[src/logic/sca_pkg.sv]
// constants and register map of the seconds counter and alarm block
package sca_pkg;

  // ==========================================================================
  // register indices (byte address is four times the index)
  localparam logic [14:0] IDX_EVENT_STATUS = 15'h4011;
  localparam logic [14:0] IDX_EVENT_MASK = 15'h4019;
  localparam logic [14:0] IDX_TAMPER_CNT = 15'h4020;
  localparam logic [14:0] IDX_SECONDS_HIGH = 15'h4021;
  localparam logic [14:0] IDX_SECONDS_LOW = 15'h4022;
  localparam logic [14:0] IDX_ALARM_HIGH = 15'h4023;
  localparam logic [14:0] IDX_ALARM_LOW = 15'h4024;
  localparam logic [14:0] IDX_CLOCK_CONTROL = 15'h4025;
  localparam logic [14:0] IDX_FREQ_TRIM = 15'h4026;

  // ==========================================================================
  // field positions
  localparam int BIT_PERIODIC_FLAG = 3;
  localparam int BIT_ALARM_FLAG = 2;
  localparam int BIT_VALID = 15;
  localparam int BIT_BUSY = 14;
  localparam int BIT_ALARM_ENABLE = 10;
  localparam int POS_INTERVAL_LSB = 4;
  localparam int TRIM_WIDTH = 10;
  localparam int TRIM_FRAC_BITS = 6;

  // ==========================================================================
  // reset values
  localparam logic [15:0] RST_TAMPER_CNT = 16'h0000;
  localparam logic [31:0] RST_SECONDS = 32'h0000_0000;
  localparam logic [31:0] RST_ALARM = 32'h0000_0000;
  localparam logic [9:0] RST_TRIM = 10'h000;
  localparam logic [2:0] RST_INTERVAL = 3'h0;
  localparam logic RST_ALARM_ENABLE = 1'b0;
  localparam logic RST_EVENT_MASK = 1'b1;
  localparam logic [15:0] PRNG_SEED = 16'hace1;

  // ==========================================================================
  // timing
  localparam int CLK_PERIOD_NS = 100;
  localparam int SYNC_TIME_NS = 400;
  localparam int SYNC_CYCLES = (SYNC_TIME_NS + CLK_PERIOD_NS - 1) / CLK_PERIOD_NS;
  localparam int OSC_NOMINAL_HZ = 32768;
  localparam int MAX_UPDATES = 8;
  localparam int UPDATE_WINDOW_S = 3600;

endpackage : sca_pkg

[src/logic/sca_prng.sv]
// free-running 16-bit pseudo-random generator
`timescale 1ns/1ps
module sca_prng (
  input wire logic core_clk,
  input wire logic rst_n,
  output logic [15:0] randVal
);

  logic [15:0] lfsr_reg;

  // galois lfsr, taps 16,14,13,11; never reaches zero
  always_ff @(posedge core_clk or negedge rst_n) begin
    if (!rst_n) begin
      lfsr_reg <= sca_pkg::PRNG_SEED;
    end else begin
      lfsr_reg <= {1'b0, lfsr_reg[15:1]} ^ (lfsr_reg[0] ? 16'hb400 : 16'h0000);
    end
  end

  assign randVal = lfsr_reg;

endmodule : sca_prng

[src/logic/sca_rtc_block.sv]
// seconds counter, alarm, periodic timeout and tamper counter behind apb
//
// Function
// RQ1: tamper counter resets to zero, loads a random value on seconds writes
// RQ2: seconds counter advances by exactly one each elapsed second
// RQ3: seconds upper half at first address, lower half at next
// RQ4: both seconds words reset to zero
// RQ5: alarm value held as upper and lower words, both reset zero
// RQ6: read-only valid flag at control bit 15, set by seconds write
// RQ7: busy flag at control bit 14 while an update synchronises
// RQ8: alarm flag set when alarm fires; enable at control bit 10
// RQ9: trim is ten-bit signed fixed point, four integer six fraction bits
// RQ10: trim writes ignored while the user key is locked
// RQ11: periodic flag set each time the periodic timeout elapses
// RQ12: interval field bits 6:4; zero off, else 2 to 128 seconds
// RQ13: event flags set on rising source edge, cleared by writing one
// RQ14: mask bits 3 and 2 suppress events, reset to masked
// RQ15: any unmasked event flag raises the clock interrupt
// RQ16: alarm fires when enabled and seconds equal alarm value
// RQ17: alarm in sleep requests wake, alarm in off requests on
// RQ18: at most eight seconds updates per hour, further writes ignored
// RQ19: seconds tick derived from oscillator, corrected by trim
// RQ20: trim adjusts cycles per second, fraction accumulated across seconds
// RQ21: random value sampled from free-running generator at accepted write
`timescale 1ns/1ps
module sca_rtc_block #(
  parameter int OSC_HZ = sca_pkg::OSC_NOMINAL_HZ
) (
  input wire logic core_clk,
  input wire logic rst_n,
  input wire logic psel,
  input wire logic penable,
  input wire logic pwrite,
  input wire logic [16:0] paddr,
  input wire logic [31:0] pwdata,
  output logic [31:0] prdata,
  output logic pready,
  output logic pslverr,
  input wire logic osc32k,
  input wire logic keyUnlocked,
  input wire logic pwrSleep,
  input wire logic pwrOff,
  output logic clockIrq,
  output logic wakeReq,
  output logic onReq
);

  // ==========================================================================
  // address decoding
  function automatic logic isMapped(input logic [14:0] idx);
    isMapped = (idx == sca_pkg::IDX_EVENT_STATUS) || (idx == sca_pkg::IDX_EVENT_MASK) ||
               ((idx >= sca_pkg::IDX_TAMPER_CNT) && (idx <= sca_pkg::IDX_FREQ_TRIM));
  endfunction : isMapped

  function automatic logic isClockReg(input logic [14:0] idx);
    isClockReg = (idx >= sca_pkg::IDX_SECONDS_HIGH) && (idx <= sca_pkg::IDX_FREQ_TRIM);
  endfunction : isClockReg

  logic [14:0] regIdx;
  logic [31:0] prdata_reg, readMux;
  logic pready_reg, pslverr_reg, wrDone, clkWr, secsWrReq, secsWrAcc, rateOk;

  logic [15:0] tamperCnt_reg, randVal;
  logic [31:0] seconds_reg, alarm_reg, uptime_reg, oldestStamp;
  logic [2:0] busyCnt_reg, interval_reg, stampHead_reg;
  logic [9:0] trim_reg;
  logic [3:0] stampFill_reg;
  logic [7:0] perCnt_reg;
  logic [23:0] fracAcc_reg, fracSum, secTarget;
  logic valid_reg, busy_reg, alarmEn_reg, perFlag_reg, almFlag_reg, perMask_reg, almMask_reg;
  logic clockIrq_reg, wakeReq_reg, onReq_reg, oscPrev_reg, oscRise, secTick_reg, perPulse_reg;
  logic alarmHit, alarmHitPrev_reg, alarmRise;

  assign regIdx = paddr[16:2];
  assign wrDone = psel && penable && pready_reg && pwrite && isMapped(regIdx);
  assign clkWr = wrDone && isClockReg(regIdx) && !busy_reg; // [RQ7]
  assign secsWrReq = clkWr &&
    ((regIdx == sca_pkg::IDX_SECONDS_HIGH) || (regIdx == sca_pkg::IDX_SECONDS_LOW));
  assign secsWrAcc = secsWrReq && rateOk; // [RQ18]

  // ==========================================================================
  // apb slave: one wait state, answer from flops
  always_comb begin
    readMux = 32'h0000_0000;
    if (regIdx == sca_pkg::IDX_EVENT_STATUS) begin
      readMux[sca_pkg::BIT_PERIODIC_FLAG] = perFlag_reg;
      readMux[sca_pkg::BIT_ALARM_FLAG] = almFlag_reg;
    end else if (regIdx == sca_pkg::IDX_EVENT_MASK) begin
      readMux[sca_pkg::BIT_PERIODIC_FLAG] = perMask_reg;
      readMux[sca_pkg::BIT_ALARM_FLAG] = almMask_reg;
    end else if (regIdx == sca_pkg::IDX_TAMPER_CNT) begin
      readMux[15:0] = tamperCnt_reg;
    end else if (regIdx == sca_pkg::IDX_SECONDS_HIGH) begin
      readMux[15:0] = seconds_reg[31:16]; // [RQ3]
    end else if (regIdx == sca_pkg::IDX_SECONDS_LOW) begin
      readMux[15:0] = seconds_reg[15:0]; // [RQ3]
    end else if (regIdx == sca_pkg::IDX_ALARM_HIGH) begin
      readMux[15:0] = alarm_reg[31:16]; // [RQ5]
    end else if (regIdx == sca_pkg::IDX_ALARM_LOW) begin
      readMux[15:0] = alarm_reg[15:0]; // [RQ5]
    end else if (regIdx == sca_pkg::IDX_CLOCK_CONTROL) begin
      readMux[sca_pkg::BIT_VALID] = valid_reg; // [RQ6]
      readMux[sca_pkg::BIT_BUSY] = busy_reg; // [RQ7]
      readMux[sca_pkg::BIT_ALARM_ENABLE] = alarmEn_reg;
      readMux[sca_pkg::POS_INTERVAL_LSB +: 3] = interval_reg;
    end else if (regIdx == sca_pkg::IDX_FREQ_TRIM) begin
      readMux[sca_pkg::TRIM_WIDTH-1:0] = trim_reg;
    end
  end

  always_ff @(posedge core_clk or negedge rst_n) begin
    if (!rst_n) begin
      pready_reg <= 1'b0;
      prdata_reg <= 32'h0000_0000;
      pslverr_reg <= 1'b0;
    end else begin
      pready_reg <= psel && penable && !pready_reg;
      if (psel && penable && !pready_reg) begin
        prdata_reg <= pwrite ? 32'h0000_0000 : readMux;
        pslverr_reg <= !isMapped(regIdx);
      end else begin
        pslverr_reg <= 1'b0;
      end
    end
  end

  // ==========================================================================
  // control, alarm and trim registers
  always_ff @(posedge core_clk or negedge rst_n) begin
    if (!rst_n) begin
      alarm_reg <= sca_pkg::RST_ALARM; // [RQ5]
      alarmEn_reg <= sca_pkg::RST_ALARM_ENABLE; // [RQ8]
      interval_reg <= sca_pkg::RST_INTERVAL; // [RQ12]
      trim_reg <= sca_pkg::RST_TRIM;
    end else if (clkWr) begin
      if (regIdx == sca_pkg::IDX_ALARM_HIGH) begin
        alarm_reg[31:16] <= pwdata[15:0];
      end else if (regIdx == sca_pkg::IDX_ALARM_LOW) begin
        alarm_reg[15:0] <= pwdata[15:0];
      end else if (regIdx == sca_pkg::IDX_CLOCK_CONTROL) begin
        alarmEn_reg <= pwdata[sca_pkg::BIT_ALARM_ENABLE];
        interval_reg <= pwdata[sca_pkg::POS_INTERVAL_LSB +: 3];
      end else if (regIdx == sca_pkg::IDX_FREQ_TRIM && keyUnlocked) begin
        trim_reg <= pwdata[sca_pkg::TRIM_WIDTH-1:0]; // [RQ10]
      end
    end
  end

  // busy for a fixed sync time after any clock register write
  always_ff @(posedge core_clk or negedge rst_n) begin
    if (!rst_n) begin
      busyCnt_reg <= 3'h0;
      busy_reg <= 1'b0;
    end else if (clkWr) begin
      busyCnt_reg <= 3'(sca_pkg::SYNC_CYCLES); // [RQ7]
      busy_reg <= 1'b1;
    end else if (busyCnt_reg != 3'h0) begin
      busyCnt_reg <= busyCnt_reg - 3'h1;
      busy_reg <= busyCnt_reg != 3'h1;
    end
  end

  // ==========================================================================
  // second tick from oscillator with fractional trim
  assign oscRise = osc32k && !oscPrev_reg;
  assign fracSum = fracAcc_reg + 24'h000040;
  // cycles per second times 64 plus signed trim in 1/64 hz
  assign secTarget = (24'(OSC_HZ) << sca_pkg::TRIM_FRAC_BITS) +
                     {{14{trim_reg[9]}}, trim_reg}; // [RQ9] [RQ20]

  always_ff @(posedge core_clk or negedge rst_n) begin
    if (!rst_n) begin
      oscPrev_reg <= 1'b0;
      fracAcc_reg <= 24'h000000;
      secTick_reg <= 1'b0;
    end else begin
      oscPrev_reg <= osc32k;
      secTick_reg <= 1'b0;
      if (oscRise) begin
        if (fracSum >= secTarget) begin
          fracAcc_reg <= fracSum - secTarget; // [RQ20]
          secTick_reg <= 1'b1; // [RQ19]
        end else begin
          fracAcc_reg <= fracSum;
        end
      end
    end
  end

  // ==========================================================================
  // seconds counter, valid flag, tamper counter
  always_ff @(posedge core_clk or negedge rst_n) begin
    if (!rst_n) begin
      seconds_reg <= sca_pkg::RST_SECONDS; // [RQ4]
      uptime_reg <= 32'h0000_0000;
    end else begin
      if (secsWrAcc && regIdx == sca_pkg::IDX_SECONDS_HIGH) begin
        seconds_reg[31:16] <= pwdata[15:0]; // [RQ3]
      end else if (secsWrAcc) begin
        seconds_reg[15:0] <= pwdata[15:0]; // [RQ3]
      end else if (secTick_reg) begin
        seconds_reg <= seconds_reg + 32'h0000_0001; // [RQ2]
      end
      if (secTick_reg) begin
        uptime_reg <= uptime_reg + 32'h0000_0001;
      end
    end
  end

  always_ff @(posedge core_clk or negedge rst_n) begin
    if (!rst_n) begin
      valid_reg <= 1'b0;
      tamperCnt_reg <= sca_pkg::RST_TAMPER_CNT; // [RQ1]
    end else if (secsWrAcc) begin
      valid_reg <= 1'b1; // [RQ6]
      tamperCnt_reg <= randVal; // [RQ1] [RQ21]
    end
  end

  sca_prng u_prng (
    .core_clk(core_clk),
    .rst_n(rst_n),
    .randVal(randVal)
  );

  // ==========================================================================
  // update rate limit over a sliding hour of uptime
  assign rateOk = (stampFill_reg < 4'(sca_pkg::MAX_UPDATES)) ||
                  ((uptime_reg - oldestStamp) >= 32'(sca_pkg::UPDATE_WINDOW_S)); // [RQ18]

  always_ff @(posedge core_clk or negedge rst_n) begin
    if (!rst_n) begin
      stampHead_reg <= 3'h0;
      stampFill_reg <= 4'h0;
    end else if (secsWrAcc) begin
      stampHead_reg <= stampHead_reg + 3'h1;
      if (stampFill_reg < 4'(sca_pkg::MAX_UPDATES)) begin
        stampFill_reg <= stampFill_reg + 4'h1;
      end
    end
  end

  sca_stamp_mem u_stamps (
    .core_clk(core_clk),
    .wrEn(secsWrAcc),
    .wrAddr(stampHead_reg),
    .wrData(uptime_reg),
    .rdAddr(stampHead_reg),
    .rdData(oldestStamp)
  );

  // ==========================================================================
  // periodic timeout and alarm compare
  always_ff @(posedge core_clk or negedge rst_n) begin
    if (!rst_n) begin
      perCnt_reg <= 8'h00;
      perPulse_reg <= 1'b0;
    end else begin
      perPulse_reg <= 1'b0;
      if (interval_reg == 3'h0 || clkWr && regIdx == sca_pkg::IDX_CLOCK_CONTROL) begin
        perCnt_reg <= 8'h00; // [RQ12]
      end else if (secTick_reg) begin
        if (perCnt_reg + 8'h01 == 8'h01 << interval_reg) begin
          perCnt_reg <= 8'h00;
          perPulse_reg <= 1'b1; // [RQ11]
        end else begin
          perCnt_reg <= perCnt_reg + 8'h01;
        end
      end
    end
  end

  assign alarmHit = alarmEn_reg && (seconds_reg == alarm_reg); // [RQ16]
  assign alarmRise = alarmHit && !alarmHitPrev_reg; // [RQ13]

  always_ff @(posedge core_clk or negedge rst_n) begin
    if (!rst_n) begin
      alarmHitPrev_reg <= 1'b0;
      wakeReq_reg <= 1'b0;
      onReq_reg <= 1'b0;
    end else begin
      alarmHitPrev_reg <= alarmHit;
      wakeReq_reg <= alarmRise && pwrSleep; // [RQ17]
      onReq_reg <= alarmRise && pwrOff; // [RQ17]
    end
  end

  // ==========================================================================
  // event flags, masks, interrupt
  always_ff @(posedge core_clk or negedge rst_n) begin
    if (!rst_n) begin
      perFlag_reg <= 1'b0;
      almFlag_reg <= 1'b0;
    end else begin
      // set wins over a same-cycle clear
      perFlag_reg <= perPulse_reg || perFlag_reg && !(wrDone &&
        regIdx == sca_pkg::IDX_EVENT_STATUS && pwdata[sca_pkg::BIT_PERIODIC_FLAG]); // [RQ13]
      almFlag_reg <= alarmRise || almFlag_reg && !(wrDone &&
        regIdx == sca_pkg::IDX_EVENT_STATUS && pwdata[sca_pkg::BIT_ALARM_FLAG]); // [RQ8]
    end
  end

  always_ff @(posedge core_clk or negedge rst_n) begin
    if (!rst_n) begin
      perMask_reg <= sca_pkg::RST_EVENT_MASK; // [RQ14]
      almMask_reg <= sca_pkg::RST_EVENT_MASK; // [RQ14]
    end else if (wrDone && regIdx == sca_pkg::IDX_EVENT_MASK) begin
      perMask_reg <= pwdata[sca_pkg::BIT_PERIODIC_FLAG];
      almMask_reg <= pwdata[sca_pkg::BIT_ALARM_FLAG];
    end
  end

  always_ff @(posedge core_clk or negedge rst_n) begin
    if (!rst_n) begin
      clockIrq_reg <= 1'b0;
    end else begin
      clockIrq_reg <= (perFlag_reg && !perMask_reg) || (almFlag_reg && !almMask_reg); // [RQ15]
    end
  end

  assign prdata = prdata_reg;
  assign pready = pready_reg;
  assign pslverr = pslverr_reg;
  assign clockIrq = clockIrq_reg;
  assign wakeReq = wakeReq_reg;
  assign onReq = onReq_reg;
endmodule : sca_rtc_block

[src/logic/sca_stamp_mem.sv]
// eight-entry store of update time stamps, registered read
`timescale 1ns/1ps
module sca_stamp_mem (
  input wire logic core_clk,
  input wire logic wrEn,
  input wire logic [2:0] wrAddr,
  input wire logic [31:0] wrData,
  input wire logic [2:0] rdAddr,
  output logic [31:0] rdData
);

  logic [31:0] mem [0:7];

  always_ff @(posedge core_clk) begin
    if (wrEn) begin
      mem[wrAddr] <= wrData;
    end
    rdData <= mem[rdAddr];
  end

endmodule : sca_stamp_mem
[config.mk]
export PLATFORM = sky130hd
export DESIGN_NAME = sca_rtc_block
export DESIGN_NICKNAME = d
export VERILOG_FILES = /design/src/logic/sca_pkg.sv /design/src/logic/sca_prng.sv /design/src/logic/sca_rtc_block.sv /design/src/logic/sca_stamp_mem.sv
export SDC_FILE = /design/constraint.sdc
export NUM_CORES = 1
export LEC_CHECK = 0
export BUFFER_PORTS_ARGS = -buffer_cell sky130_fd_sc_hd__buf_2
export CORE_UTILIZATION = 35
export CTS_CLUSTER_SIZE = 8
export DETAILED_ROUTE_END_ITERATION = 8
export PLACE_DENSITY_LB_ADDON = 0.1
export SETUP_SLACK_MARGIN = 0.05
export SYNTH_ARGS = -nofsm -noshare
export SYNTH_HDL_FRONTEND = slang
export SYNTH_HIERARCHICAL = 1
export SYNTH_SLANG_ARGS = --single-unit
[constraint.sdc]
create_clock -name core_clk -period 11.95 [get_ports core_clk]
set_input_delay 2.39 -clock core_clk [delete_from_list [all_inputs] [get_ports core_clk]]
set_output_delay 2.39 -clock core_clk [all_outputs]
set_load 0.02 [all_outputs]
# After elaboration in Yosys (flattened, before gate mapping)
# Memories as Yosys holds them, arrays and structs flattened. A register that Yosys moved wholly into a read port is not among the register bits.
# Index checks and enable logic that the tools add are counted.
# Widths: inputs -> output; s select.
totals:
  regBits: 231
  latch_bits: 0
  mem_bits_rw: 256
  romBits: 0
  output_inout_bits: 37
  word_cells: 165
  mem_count: 1
mem_list:
  columns: ["name", "words", "word_bits", "read_ports", "rd_ports_with_merged_regs", "write_ports", "line", "source"]
  rows:
  - ["u_stamps.mem", 8, 32, 1, 1, 1, "sca_stamp_mem.sv:12", "logic [31:0] mem [0:7];"]
classes:
  addsub: 10
  n_mul: 0
  div: 0
  order_cmp: 6
  n_eq_ne: 13
  shift: 1
  n_mux: 41
  bitwise_logic: 5
  n_reduce_logical: 57
ops:
  columns: ["cell", "count"]
  rows:
  - ["$mux 16", 9]
  - ["$eq 15x15->1 const B", 9]
  - ["$add 32x1->32 const B", 2]
  - ["$eq 32x32->1", 1]
  - ["$ge 32x12->1 const B", 1]
  - ["$mux 32", 1]
  - ["$sub 32x32->32", 1]
  - ["$ge 15x15->1 const B", 2]
  - ["$logic_and 1x1->1", 27]
  - ["$add 23x10->24 const A", 1]
  - ["$add 24x7->24 const B", 1]
  - ["$ge 24x24->1", 1]
  - ["$mux 12", 2]
  - ["$mux 24", 1]
  - ["$mux 8", 3]
  - ["$sub 24x24->24", 1]
  - ["$xor 15x16->16", 1]
  - ["$le 15x15->1 const B", 1]
  - ["$mux 3", 5]
  - ["$mux 2", 6]
  - ["$mux 1", 11]
  - ["$mux 11", 1]
  - ["$mux 10", 1]
  - ["$logic_not 1->1", 9]
  - ["other kinds (19)", 35]

# Logic depth before layout (Yosys ltp)
# Gate-level depths: netlist of run 1.
logic_depth:
  word_depth: 11
  depth_mapped: 17

# By module
# The synthesis of run 1 kept the hierarchy.
by_module_without_submodules:
  columns: ["mod", "n_inst", "cells_each", "area_per_inst_um2"]
  rows:
  - ["sca_rtc_block", 1, 1682, 14207.4]
  - ["sca_stamp_mem", 1, 415, 10466.3]
  - ["sca_prng", 1, 19, 436.7]

# Least setup slack after synthesis of run 1
# Ideal clock, no wire load.
synth_path:
  kind: "input to register"
  startpoint: "input paddr[13]"
  endpoint: "memory u_stamps.mem[0][0] (enable)"
  setup_ns: 0.461
  t_arrival_ns: 6.171
  path_slack_ns: 5.318
  stages: 10
  path_cell_list: "nor4_1 nand2_1 nor3b_1 and3_1 nand2_1 o21ai_0 nand2_1 a21oi_1 nand2b_1 nor3_1"
synth_between:
  elab_chain_cells: 10
synth_lines:
  columns: ["element", "line", "source"]
  rows:
  - ["from (decl)", "sca_rtc_block.sv:34", "input wire logic [16:0] paddr,"]
  - ["$ge 15x15->1 (tied with other cells)", "sca_rtc_block.sv:52", "((idx >= sca_pkg::IDX_TAMPER_CNT) && (idx <= sca_pkg::IDX_FREQ_TRIM));"]
  - ["$logic_and 1x1->1 or $logic_or 1x1->1 (tied branches)", "sca_rtc_block.sv:52, sca_rtc_block.sv:51", null]
  - ["$logic_or 1x1->1", "sca_rtc_block.sv:51", "isMapped = (idx == sca_pkg::IDX_EVENT_STATUS) || (idx == sca_pkg::IDX_EVENT_MASK) ||"]
  - ["$logic_and 1x1->1", "sca_rtc_block.sv:75", "assign wrDone = psel && penable && pready_reg && pwrite && isMapped(regIdx);"]
  - ["$logic_and 1x1->1 (2 in series)", "sca_rtc_block.sv:76", "assign clkWr = wrDone && isClockReg(regIdx) && !busy_reg;"]
  - ["$logic_and 1x1->1 (*)", "sca_rtc_block.sv:77", "assign secsWrReq = clkWr &&"]
  - ["$logic_and 1x1->1 (*)", "sca_rtc_block.sv:79", "assign secsWrAcc = secsWrReq && rateOk;"]
  - ["via secsWrAcc", "sca_rtc_block.sv:61", "logic pready_reg, pslverr_reg, wrDone, clkWr, secsWrReq, secsWrAcc, rateOk;"]
  - ["$mux 1 (*)", "sca_stamp_mem.sv:15", "if (wrEn) begin"]
  - ["$mux 1 (not written as such) (*)", "sca_stamp_mem.sv:16", "mem[wrAddr] <= wrData;"]
  - ["to (decl)", "sca_stamp_mem.sv:12", null]
# The timed path passes the listed nets; every way through them passes the cells marked *.

# Worst setup path in the final report of run 1
layout_path:
  startpoint: "input paddr[13]"
  endpoint: "register seconds_reg[7]"
layout_between:
  elab_chain_cells: 11
layout_lines:
  columns: ["element", "line", "source"]
  rows:
  - ["$ge 15x15->1 (tied with other cells)", "sca_rtc_block.sv:52", null]
  - ["$logic_and 1x1->1 or $logic_or 1x1->1 (tied branches)", "sca_rtc_block.sv:52, sca_rtc_block.sv:51", null]
  - ["$logic_or 1x1->1", "sca_rtc_block.sv:51", null]
  - ["$logic_and 1x1->1", "sca_rtc_block.sv:75", null]
  - ["$logic_and 1x1->1 (2 in series)", "sca_rtc_block.sv:76", null]
  - ["$logic_and 1x1->1", "sca_rtc_block.sv:77", null]
  - ["$logic_and 1x1->1", "sca_rtc_block.sv:79", null]
  - ["$logic_and 1x1->1", "sca_rtc_block.sv:197", "if (secsWrAcc && regIdx == sca_pkg::IDX_SECONDS_HIGH) begin"]
  - ["$not 1->1 (no line)", null, null]
  - ["$reduce_and 2->1 (no line)", null, null]
  - ["to (signal assigned)", "sca_rtc_block.sv:194", "seconds_reg <= sca_pkg::RST_SECONDS;"]
  - ["to (signal assigned)", "sca_rtc_block.sv:200", "seconds_reg[15:0] <= pwdata[15:0];"]
  - ["to (signal assigned)", "sca_rtc_block.sv:202", "seconds_reg <= seconds_reg + 32'h0000_0001;"]
  - ["to (decl)", "sca_rtc_block.sv:64", "logic [31:0] seconds_reg, alarm_reg, uptime_reg, oldestStamp;"]
# Parallel ways exist; a longest one is shown, timed or not.
# A chain may end at the register's enable or synchronous reset.

==> out/results.ini, run 1 <==
[setup_path]
worstSetupPathType = in -> reg
critPathSlowestCell = nor2_1
crit_buf_inv = 2
cp_slowest_stage_delay_ns = 0.61
cp_max_fo = 48
critPathLaunchType = input pin
cp_cell_sequence = buf_2, nor4_1, nand3_1, nor2_1, and2_0, nand2b_1, nand2_1, nand2_1, a31o_4, nor2_1, buf_4, a21oi_1, o221a_2
crit_path_end_kind = flip-flop
critPathTopFamily = simple AND/OR/NAND/NOR gates
cp.arrival_ns = 6.96
cp.required_ns = 12.43

[clock_tree]
cts_tree = done
clk-insertion-delay-late_ns = 0.61
cts_root_buf = clkbuf_16
path_clk_slew_ns = 0.05
hold_buffers = 0
clock_path_buffers = 3
cts_resized = 0
post-cts-setup-buffer-count = 0
cts-buffers-inserted = 73
h-tree-depth = 3
clkSinkCount = 503

[power]
power_leakage_uw = 0.0118
peakVddDrop_mv = 0.0930
powerDensity_mw_per_mm2 = 162

[global_routing]
grt_use_met1_pct = 25.8
grt_busiest_layer = met2
antenna_found_initial = 3
grt_remaining_overflow = 0
grt_util_met2_pct = 28.6
track_usage_pct = 18.2
grt_max_degree = 81
first_global_vias = 17140
grt_first_pass_wirelength_mm = 103
grt_util_met3_pct = 2.50

[sta]
clock_skew_ns = 0.0216
max_freq_mhz = 154
post-route-period-util_pct = 54.2
setup_viol = 0
relSlewSlack_pct = 32.6
hold_violations = 0
min_period_ns = 6.47
worst_pin_slew_ns = 1.00
rsz0062_at_grt = false
setup_tns_ns = 0
slew_violations = 0

[finish]
final_net_count = 2312
postLayoutCoreUtil_pct = 40.5
drive_gt1_share_pct = 14.5
n_fill_cell = 6733
top_register = u_stamps/mem
largest_reg_flops = 256
mostFrequentLayoutCells = edfxtp_1 (256), nand2_1 (214), dfrtp_1 (202)
final_cells = 3188
area_growth_pct = 13.7
final_common_cell = edfxtp_1

[yosys]
yosys.area.top_type = edfxtp_1
yosysSeqAreaShare_pct = 54.6
synth_area_leaders = edfxtp_1 (31%), dfrtp_1 (20%), mux4_1 (4.2%)
async_reset_ff_share_pct = 42.7
synth_edf_count = 256
yosys_warnings = 6
syn_inst = 2116
synth-seq-cells = 503
synth.top_cell.area_share_pct = 30.6
ys_types = 85
synth_ff_type = edfxtp_1
syn_area_per_cell_um2 = 11.9
synth_area_mm2 = 0.0251

[route]
ant_nets = 0
wl_mm = 65.8
drtIter0Drc = 1238
detail_route.vias_per_cell = 5.32
firstDrtPassIters = 7
vias = 16963
drc = 0
drt-wirelength-per-cell_um = 20.6

[floorplanning]
fp.dieW_um = 270
ios = 95
row_count = 97
dieArea_mm2 = 0.0728
coreArea_mm2 = 0.0705
die_h_um = 270
start_util_pct = 35.6

[place]
io_buffers = 60
dp_hpwl_mm = 43.8
place_congestion = 0.846
dp.cells = 3055

[run]
drv_cap = 0

[run_status]
status = finished, final reports clean

[hold_path]
worstHoldPathType = reg -> reg

## worst paths after layout
path / from / to / slack (ns) / depth (start not counted)
hold / removal: u_prng/randVal[6]$_DFF_PN1_ / u_prng/randVal[5]$_DFF_PN1_ / 0.36 / 0
hold reg to reg: u_prng/randVal[6]$_DFF_PN1_ / u_prng/randVal[5]$_DFF_PN1_ / 0.36 / 0
max in group asynchronous: rst_n / stampHead_reg[0]$_DFFE_PN0P_ / 8.58 / 2
min in group asynchronous: rst_n / fracAcc_reg[12]$_DFFE_PN0P_ / 1.76 / 1
setup reg to reg: uptime_reg[0]$_DFFE_PN0P_ / seconds_reg[23]$_DFFE_PN0P_ / 6.29 / 14
setup / recovery: paddr[13] / seconds_reg[7]$_DFFE_PN0P_ / 5.48 / 13
## worst register-to-register path, cell delays in order (launching register included)
cell	delay, ns
dfrtp_1	0.57
inv_1	0.13
ha_1	0.16
inv_1	0.05
fa_1	0.36
a211o_2	0.36
and4_4	0.20
o221ai_1	0.44
a211oi_1	0.25
a311o_1	0.48
nor4_1	0.87
a31o_4	0.72
nor2_1	0.37
buf_4	0.30
o31a_1	0.29
## cell type report
cell class	instances	area, um^2	share of cell area (%)
clock inverters	6	75.1	0.263
flip-flops and latches	503	13700	48.1
repair buffers	88	520	1.82
clock buffers	125	2080	7.30
inverters	82	308	1.08
well taps	940	1180	4.12
multi-input cells	1442	10700	37.3
diodes	2	5.00	0.0175
## Yosys cell counts (37+ instances only)
cell type	count
a21oi_1	113
clkbuf_1	52
dfrtp_1	205
edfxtp_1	256
ha_1	62
inv_1	82
mux2_2	85
mux4_1	40
nand2_1	214
nand3_1	64
nand4_1	40
nor2_1	141
nor3_1	43
o21ai_0	92
xnor2_1	86
xor2_1	37
## layer usage
metal	vias to the layer above	share of wire, %
met4	0	2.4
met3	95	3.7
met5	-	0
li1	8039	-
met2	313	46
met1	8516	48
## metrics by stage
| stage | worst slack, ns | instance area (um^2) | total power (uW) | hold WS, ns |
|---|---|---|---|---|
| 3_3_place_gp | 4.92 | 26400 | 2700 | 0.358 |
| 5_1_grt | 5.20 | 28600 | 4870 | 0.365 |
| 4_1_cts | 5.60 | 28600 | 4680 | 0.362 |
| 6_report | 5.48 | 28600 | 4620 | 0.364 |
| 3_5_place_dp | 4.96 | 26400 | 2710 | 0.359 |
| 2_1_floorplan | 5.32 | 25200 | 2530 | 0.354 |
## where the power goes
| part | total [uW] | leakage [uW] | switching (uW) | internal (uW) |
|---|---|---|---|---|
| combinational | 681 | 0.00488 | 392 | 288 |
| clock | 1940 | 0.00103 | 756 | 1180 |
| sequential | 2000 | 0.00592 | 109 | 1890 |
## cells by family (layout without fill, tap and decap cells)
group / Yosys count / after routing / synth area share (%)
other: 1 / 18 / 0.0149
buffers and inverters: 186 / 301 / 3.42
AOI/OAI and AO/OA: 405 / 405 / 10.5
DFF: 503 / 503 / 54.6
and+or+nand+nor: 665 / 665 / 12.9
adders and majority gates: 64 / 64 / 3.25
muxes: 169 / 169 / 10.9
xor gates and xnor gates: 123 / 123 / 4.29
(Power assumes the default switching activity.)
==> run 2, diff against run 1 <==
clock period = 5.82 ns   (was 11.95 ns; I/O delays follow)
==> out/results.ini, run 2 (same netlist as run 1, synthesis figures left out) <==
[clock_tree]
clkSinkCount = 503  ; unchanged
cts_tree = done
path_clk_slew_ns = 0.05  ; about the same
hold_buffers = 0  ; unchanged
clock_path_buffers = 3  ; unchanged
cts_resized = 0  ; unchanged
clk-insertion-delay-late_ns = 0.61  ; about the same
post-cts-setup-buffer-count = 0  ; unchanged
h-tree-depth = 3  ; unchanged
cts-buffers-inserted = 73  ; unchanged
cts_root_buf = clkbuf_16

[power]
p_switching_uw = 2600  ; +110%
power_frac_clock_pct = 41.9  ; about the same
seqPwrFrac_pct = 43.2  ; about the same
powerDensity_mw_per_mm2 = 330  ; +100%
pwr-share-comb_pct = 14.9  ; +0.2 points
peakVddDrop_mv = 0.244  ; +160%
netSwitchingFraction_pct = 27.5  ; +0.30 points
power_leakage_uw = 0.0117  ; -0.80%
intPower_uw = 6860  ; +100%

[floorplanning]
coreArea_mm2 = 0.0705  ; unchanged
ios = 95  ; unchanged
row_count = 97  ; unchanged
fp.dieW_um = 270  ; unchanged
dieArea_mm2 = 0.0728  ; unchanged
die_h_um = 270  ; unchanged
start_util_pct = 35.6  ; unchanged

[route]
drtIter0Drc = 1239  ; +0.081%
vias = 17058  ; +0.56%
drt-wirelength-per-cell_um = 20.5  ; -0.52%
wl_mm = 65.7  ; -0.18%
detail_route.vias_per_cell = 5.33  ; +0.21%
firstDrtPassIters = 7  ; unchanged
drc = 0  ; unchanged
ant_nets = 0  ; unchanged

[global_routing]
grt_max_degree = 82  ; +1.2%
grt_first_pass_wirelength_mm = 102  ; -0.76%
antenna_found_initial = 1  ; -2
grt_util_met2_pct = 27.4  ; -1.3 points
grt_util_met3_pct = 2.82  ; +0.32 points
grt_use_met1_pct = 26.2  ; +0.40 points
first_global_vias = 16981  ; -0.93%
grt_remaining_overflow = 0  ; unchanged
grt_busiest_layer = met2
track_usage_pct = 18.1  ; -0.099 points

[finish]
largest_reg_flops = 256  ; unchanged
area_growth_pct = 14.2
final_common_cell = edfxtp_1
top_register = u_stamps/mem
n_fill_cell = 6724  ; -0.13%
mostFrequentLayoutCells = edfxtp_1 (256), nand2_1 (214), dfrtp_1 (202)
postLayoutCoreUtil_pct = 40.7  ; +0.15 points
design_area_mm2 = 0.0287  ; +0.38%
drive_gt1_share_pct = 14.8  ; +0.37 points
final_net_count = 2323  ; +0.48%

[setup_path]
crit_path_end_kind = flip-flop
worstSetupPathType = reg -> reg
reg2reg_slack_ns = 0.87  ; -5.42 ns
critPathLaunchType = flip-flop
timing.rr.start = uptime_reg[4]$_DFFE_PN0P_
regToRegEndpoint = u_stamps/mem[0][7]$_DFFE_PP_
rr_worst_depth = 14  ; unchanged
cp.arrival_ns = 5.19  ; -1.77 ns
cp_max_fo = 23  ; -52%
cp.required_ns = 6.05  ; -6.38 ns

[sta]
setup_tns_ns = 0  ; unchanged
fin_ws_ns = 0.868  ; -4.61 ns
rsz0062_at_grt = false
relSlewSlack_pct = 36.0  ; +3.4 points
timing.hold.ws_ns = 0.363  ; -0.00150 ns
setup_viol = 0  ; unchanged
max_freq_mhz = 202
min_period_ns = 4.95
worst_pin_slew_ns = 0.960  ; -0.0416 ns
post-route-period-util_pct = 85.1
hold_violations = 0  ; unchanged
slew_violations = 0  ; unchanged
clock_skew_ns = 0.0212  ; -0.000359 ns

[place]
post_dp_cell_area_mm2 = 0.0265  ; +0.41%
dpl_worst_slack_ns = 0.942  ; -4.01 ns
place_congestion = 0.870  ; +2.8%
dp_hpwl_mm = 43.9  ; +0.16%
io_buffers = 60  ; unchanged

[run_status]
status = finished, final reports clean

[hold_path]
min_to = u_prng/randVal[5]$_DFF_PN1_
hold_start = u_prng/randVal[6]$_DFF_PN1_
hold_depth = 0  ; unchanged
worstHoldPathType = reg -> reg

[run]
drv_cap = 0  ; unchanged

[run 2: stage by stage]
| step | cells | total power, uW |
|---|---|---|
| 2_1_floorplan | 2131 | 5190 |
| 3_3_place_gp | 3066 | 5530 |
| 3_5_place_dp | 3066 | 5550 |
| 4_1_cts | 3198 | 9590 |
| 5_1_grt | 3199 | 9950 |
| 6_report | 3199 | 9460 |
[run 2: how the worst max path moves through the flow]
stage                                         start                       endpoint  depth (start not counted)
after floorplan           uptime_reg[0]$_DFFE_PN0P_   u_stamps/mem[1][0]$_DFFE_PP_                         16
after global placement    uptime_reg[1]$_DFFE_PN0P_  u_stamps/mem[0][21]$_DFFE_PP_                         14
after detailed placement  uptime_reg[4]$_DFFE_PN0P_  u_stamps/mem[0][19]$_DFFE_PP_                         14
after CTS                 uptime_reg[4]$_DFFE_PN0P_   u_stamps/mem[0][7]$_DFFE_PP_                         14
after global routing      uptime_reg[8]$_DFFE_PN0P_    seconds_reg[29]$_DFFE_PN0P_                         12
final                     uptime_reg[4]$_DFFE_PN0P_   u_stamps/mem[0][7]$_DFFE_PP_                         14
[run 2: layout make-up]
| class | count | area [um^2] | share of cell area (%) |
|---|---|---|---|
| repair buffers | 99 | 616 | 2.15 |
| clock buffers | 124 | 2030 | 7.07 |
| multi-input cells | 1442 | 10700 | 37.2 |
| flip-flops and latches | 503 | 13700 | 47.9 |
| well taps | 940 | 1180 | 4.10 |
| clock inverters | 8 | 135 | 0.471 |
| diodes | 1 | 2.50 | 0.00873 |
| inverters | 82 | 308 | 1.07 |
[run 2: metal layers]
layer | vias up | share of wire [%]
met1 | 8501 | 48
li1 | 8071 | -
met2 | 387 | 45
met4 | 0 | 2.6
met5 | - | 0
met3 | 99 | 4.3
[run 2: power by group through the flow]
stage          clock network (uW)  registers (uW)  logic, uW
2_1_floorplan                   0            4070       1120
3_3_place_gp                    0            4140       1390
3_5_place_dp                    0            4150       1400
4_1_cts                      4100            4080       1410
5_1_grt                      4250            4110       1590
6_report                     3970            4090       1410
[run 2: worst max-delay path, stage by stage, from the launching register on]
cell and delay, ns:
dfrtp_1 0.50, ha_1 0.41, a21o_1 0.23, or3_1 0.36, o21ai_1 0.43, a21oi_1 0.20
xnor2_1 0.17, nor4_1 0.62, nand2b_1 0.24, nor3_1 0.06, and4b_1 0.19, a21oi_1 0.16
nand2b_1 0.28, nor3_4 0.23, buf_4 0.47
==> run 3, diff against run 2 <==
CORE_UTILIZATION = 52   (was 35)
==> out/results.ini, run 3 (same netlist as run 1, synthesis figures left out) <==
[global_routing]
first_global_vias = 17080  ; +0.58%
grt_max_degree = 114  ; +39%
grt_first_pass_wirelength_mm = 96.4  ; -5.7%
grt_remaining_overflow = 0  ; unchanged
track_usage_pct = 25.1  ; +7.0 points
antenna_found_initial = 0  ; -1

[finish]
n_fill_cell = 3840  ; -43%
final_cells = 2872  ; -10%
top_register = u_stamps/mem
final_net_count = 2318  ; -0.22%
area_growth_pct = 12.9
largest_reg_flops = 256  ; unchanged
drive_gt1_share_pct = 14.8  ; -0.082 points
antenna_cells = 0  ; -1
mostFrequentLayoutCells = edfxtp_1 (256), nand2_1 (214), dfrtp_1 (202)
final_common_cell = edfxtp_1

[setup_path]
cp_max_fo = 48  ; +110%
worstSetupPathType = reg -> reg
crit_path_end_kind = flip-flop
cp.required_ns = 6.34  ; +0.29 ns
critPathLaunchType = flip-flop
cp.arrival_ns = 5.65  ; +0.46 ns

[power]
intPower_uw = 6960  ; +1.6%
powerDensity_mw_per_mm2 = 336  ; +1.7%
p_switching_uw = 2550  ; -2.0%
pwr-share-comb_pct = 14.7  ; -0.2 points
netSwitchingFraction_pct = 26.8  ; -0.71 points
power_frac_clock_pct = 42.3  ; +0.4 points
seqPwrFrac_pct = 43.0  ; -0.2 points
power_leakage_uw = 0.0118  ; +0.19%
peakVddDrop_mv = 0.276  ; +13%

[clock_tree]
hold_buffers = 0  ; unchanged
cts_tree = done
h-tree-depth = 3  ; unchanged
clk-insertion-delay-late_ns = 0.60  ; about the same
cts-buffers-inserted = 74  ; +1.4%
post-cts-setup-buffer-count = 0  ; unchanged
cts_resized = 0  ; unchanged
clock_path_buffers = 3  ; unchanged
cts_root_buf = clkbuf_16
path_clk_slew_ns = 0.05  ; about the same
clkSinkCount = 503  ; unchanged

[sta]
max_freq_mhz = 195  ; -3.6%
fin_ws_ns = 0.683  ; -0.185 ns
setup_tns_ns = 0  ; unchanged
setup_viol = 0  ; unchanged
clock_skew_ns = 0.0286  ; +0.00735 ns
timing.hold.ws_ns = 0.363  ; +0.000177 ns
rsz0062_at_grt = false
hold_violations = 0  ; unchanged
worst_pin_slew_ns = 1.22  ; +0.260 ns
slew_violations = 0  ; unchanged
relSlewSlack_pct = 18.5  ; -18 points
min_period_ns = 5.14  ; +0.185 ns
post-route-period-util_pct = 88.3  ; +3.2 points

[route]
top_layer = met4
detail_route.vias_per_cell = 5.97  ; +12%
drc = 0  ; unchanged
ant_nets = 0  ; unchanged
met2_length_mm = 27.3  ; -6.9%
wl_met3_mm = 3.28  ; +15%
met1_length_mm = 28.2  ; -11%
vias = 17154  ; +0.56%
drt-wirelength-per-cell_um = 20.9  ; +1.8%
drtIter0Drc = 1540  ; +24%
wl_mm = 60.0  ; -8.6%
firstDrtPassIters = 7  ; unchanged

[floorplanning]
ios = 95  ; unchanged
row_count = 80  ; -18%
coreArea_mm2 = 0.0476  ; -32%
die_h_um = 222  ; -18%
fp.dieW_um = 222  ; -18%
start_util_pct = 52.7  ; +17 points
dieArea_mm2 = 0.0492  ; -32%

[hold_path]
worstHoldPathType = reg -> reg

[place]
dpl_worst_slack_ns = 0.770  ; -0.173 ns
place_congestion = 0.914  ; +5.1%
io_buffers = 60  ; unchanged
dp.cells = 2735  ; -11%
dp_hpwl_mm = 39.9  ; -9.2%

[run_status]
status = finished, final reports clean

[run]
drv_cap = 0  ; unchanged

run 3: cell count changes in the layout (fill, tap and decap cells not counted):
cell / before / now
buf_4: 38 / 27
buf_12: 1 / 6
clkbuf_16: 73 / 77
clkinv_16: 2 / 0
clkbuf_1: 50 / 51
clkbuf_8: 1 / 2
clkinv_2: 1 / 2
clkinv_4: 0 / 1
diode_2: 1 / 0
inv_6: 2 / 1
run 3: cell type report:
cell class,instances,area (um^2),share of cell area [%]
Sequential cell,503,13700,48.4
Multi-Input combinational cell,1442,10700,37.7
Clock buffer,130,2150,7.57
Tap cell,615,769,2.72
Timing Repair Buffer,93,633,2.23
Inverter,82,308,1.09
Clock inverter,7,80.1,0.283
run 3: metrics by stage:
step | power, uW | util (%) | instance area [um^2]
6_report | 9510 | 59.5 | 28300
3_5_place_dp | 5530 | 54.8 | 26100
2_1_floorplan | 5190 | - | 25200
5_1_grt | 9950 | 59.5 | 28300
3_3_place_gp | 5480 | 54.8 | 26100
4_1_cts | 9590 | 59.5 | 28300
run 3: critical path, stage by stage, from the launching register on:
cell and delay [ns]:
dfrtp_1 0.52, ha_1 0.47, a21o_1 0.24, o41ai_1 0.65, o21ai_0 0.35, a31oi_1 0.37
mux2_2 0.42, nor4_4 0.47, a31o_4 0.63, and2_1 0.56, a211oi_1 0.15, a211oi_1 0.18
run 3: routing by layer:
metal	track usage, %	up-vias
met5	0	-
met4	6.70	0
met3	4.45	89
met2	39.0	451
met1	36.4	8547
li1	-	8067
run 3: power groups by stage:
stage	logic, uW	registers [uW]	clock network (uW)
2_1_floorplan	1120	4070	0
3_3_place_gp	1350	4140	0
3_5_place_dp	1390	4140	0
4_1_cts	1400	4080	4110
5_1_grt	1590	4110	4250
6_report	1400	4090	4030
run 3: final timing paths:
| path | to | startpoint | depth (start not counted) | slack, ns |
|---|---|---|---|---|
| worst max register to register | seconds_reg[29]$_DFFE_PN0P_ | uptime_reg[10]$_DFFE_PN0P_ | 11 | 0.68 |
| worst min-delay path | u_prng/randVal[6]$_DFF_PN1_ | u_prng/randVal[7]$_DFF_PN1_ | 0 | 0.36 |
| min in group asynchronous | uptime_reg[11]$_DFFE_PN0P_ | rst_n | 1 | 0.62 |
| worst max-delay path | seconds_reg[29]$_DFFE_PN0P_ | uptime_reg[10]$_DFFE_PN0P_ | 11 | 0.68 |
| worst min register to register | u_prng/randVal[6]$_DFF_PN1_ | u_prng/randVal[7]$_DFF_PN1_ | 0 | 0.36 |
| max in group asynchronous | pslverr$_DFF_PN0_ | rst_n | 2 | 4.05 |
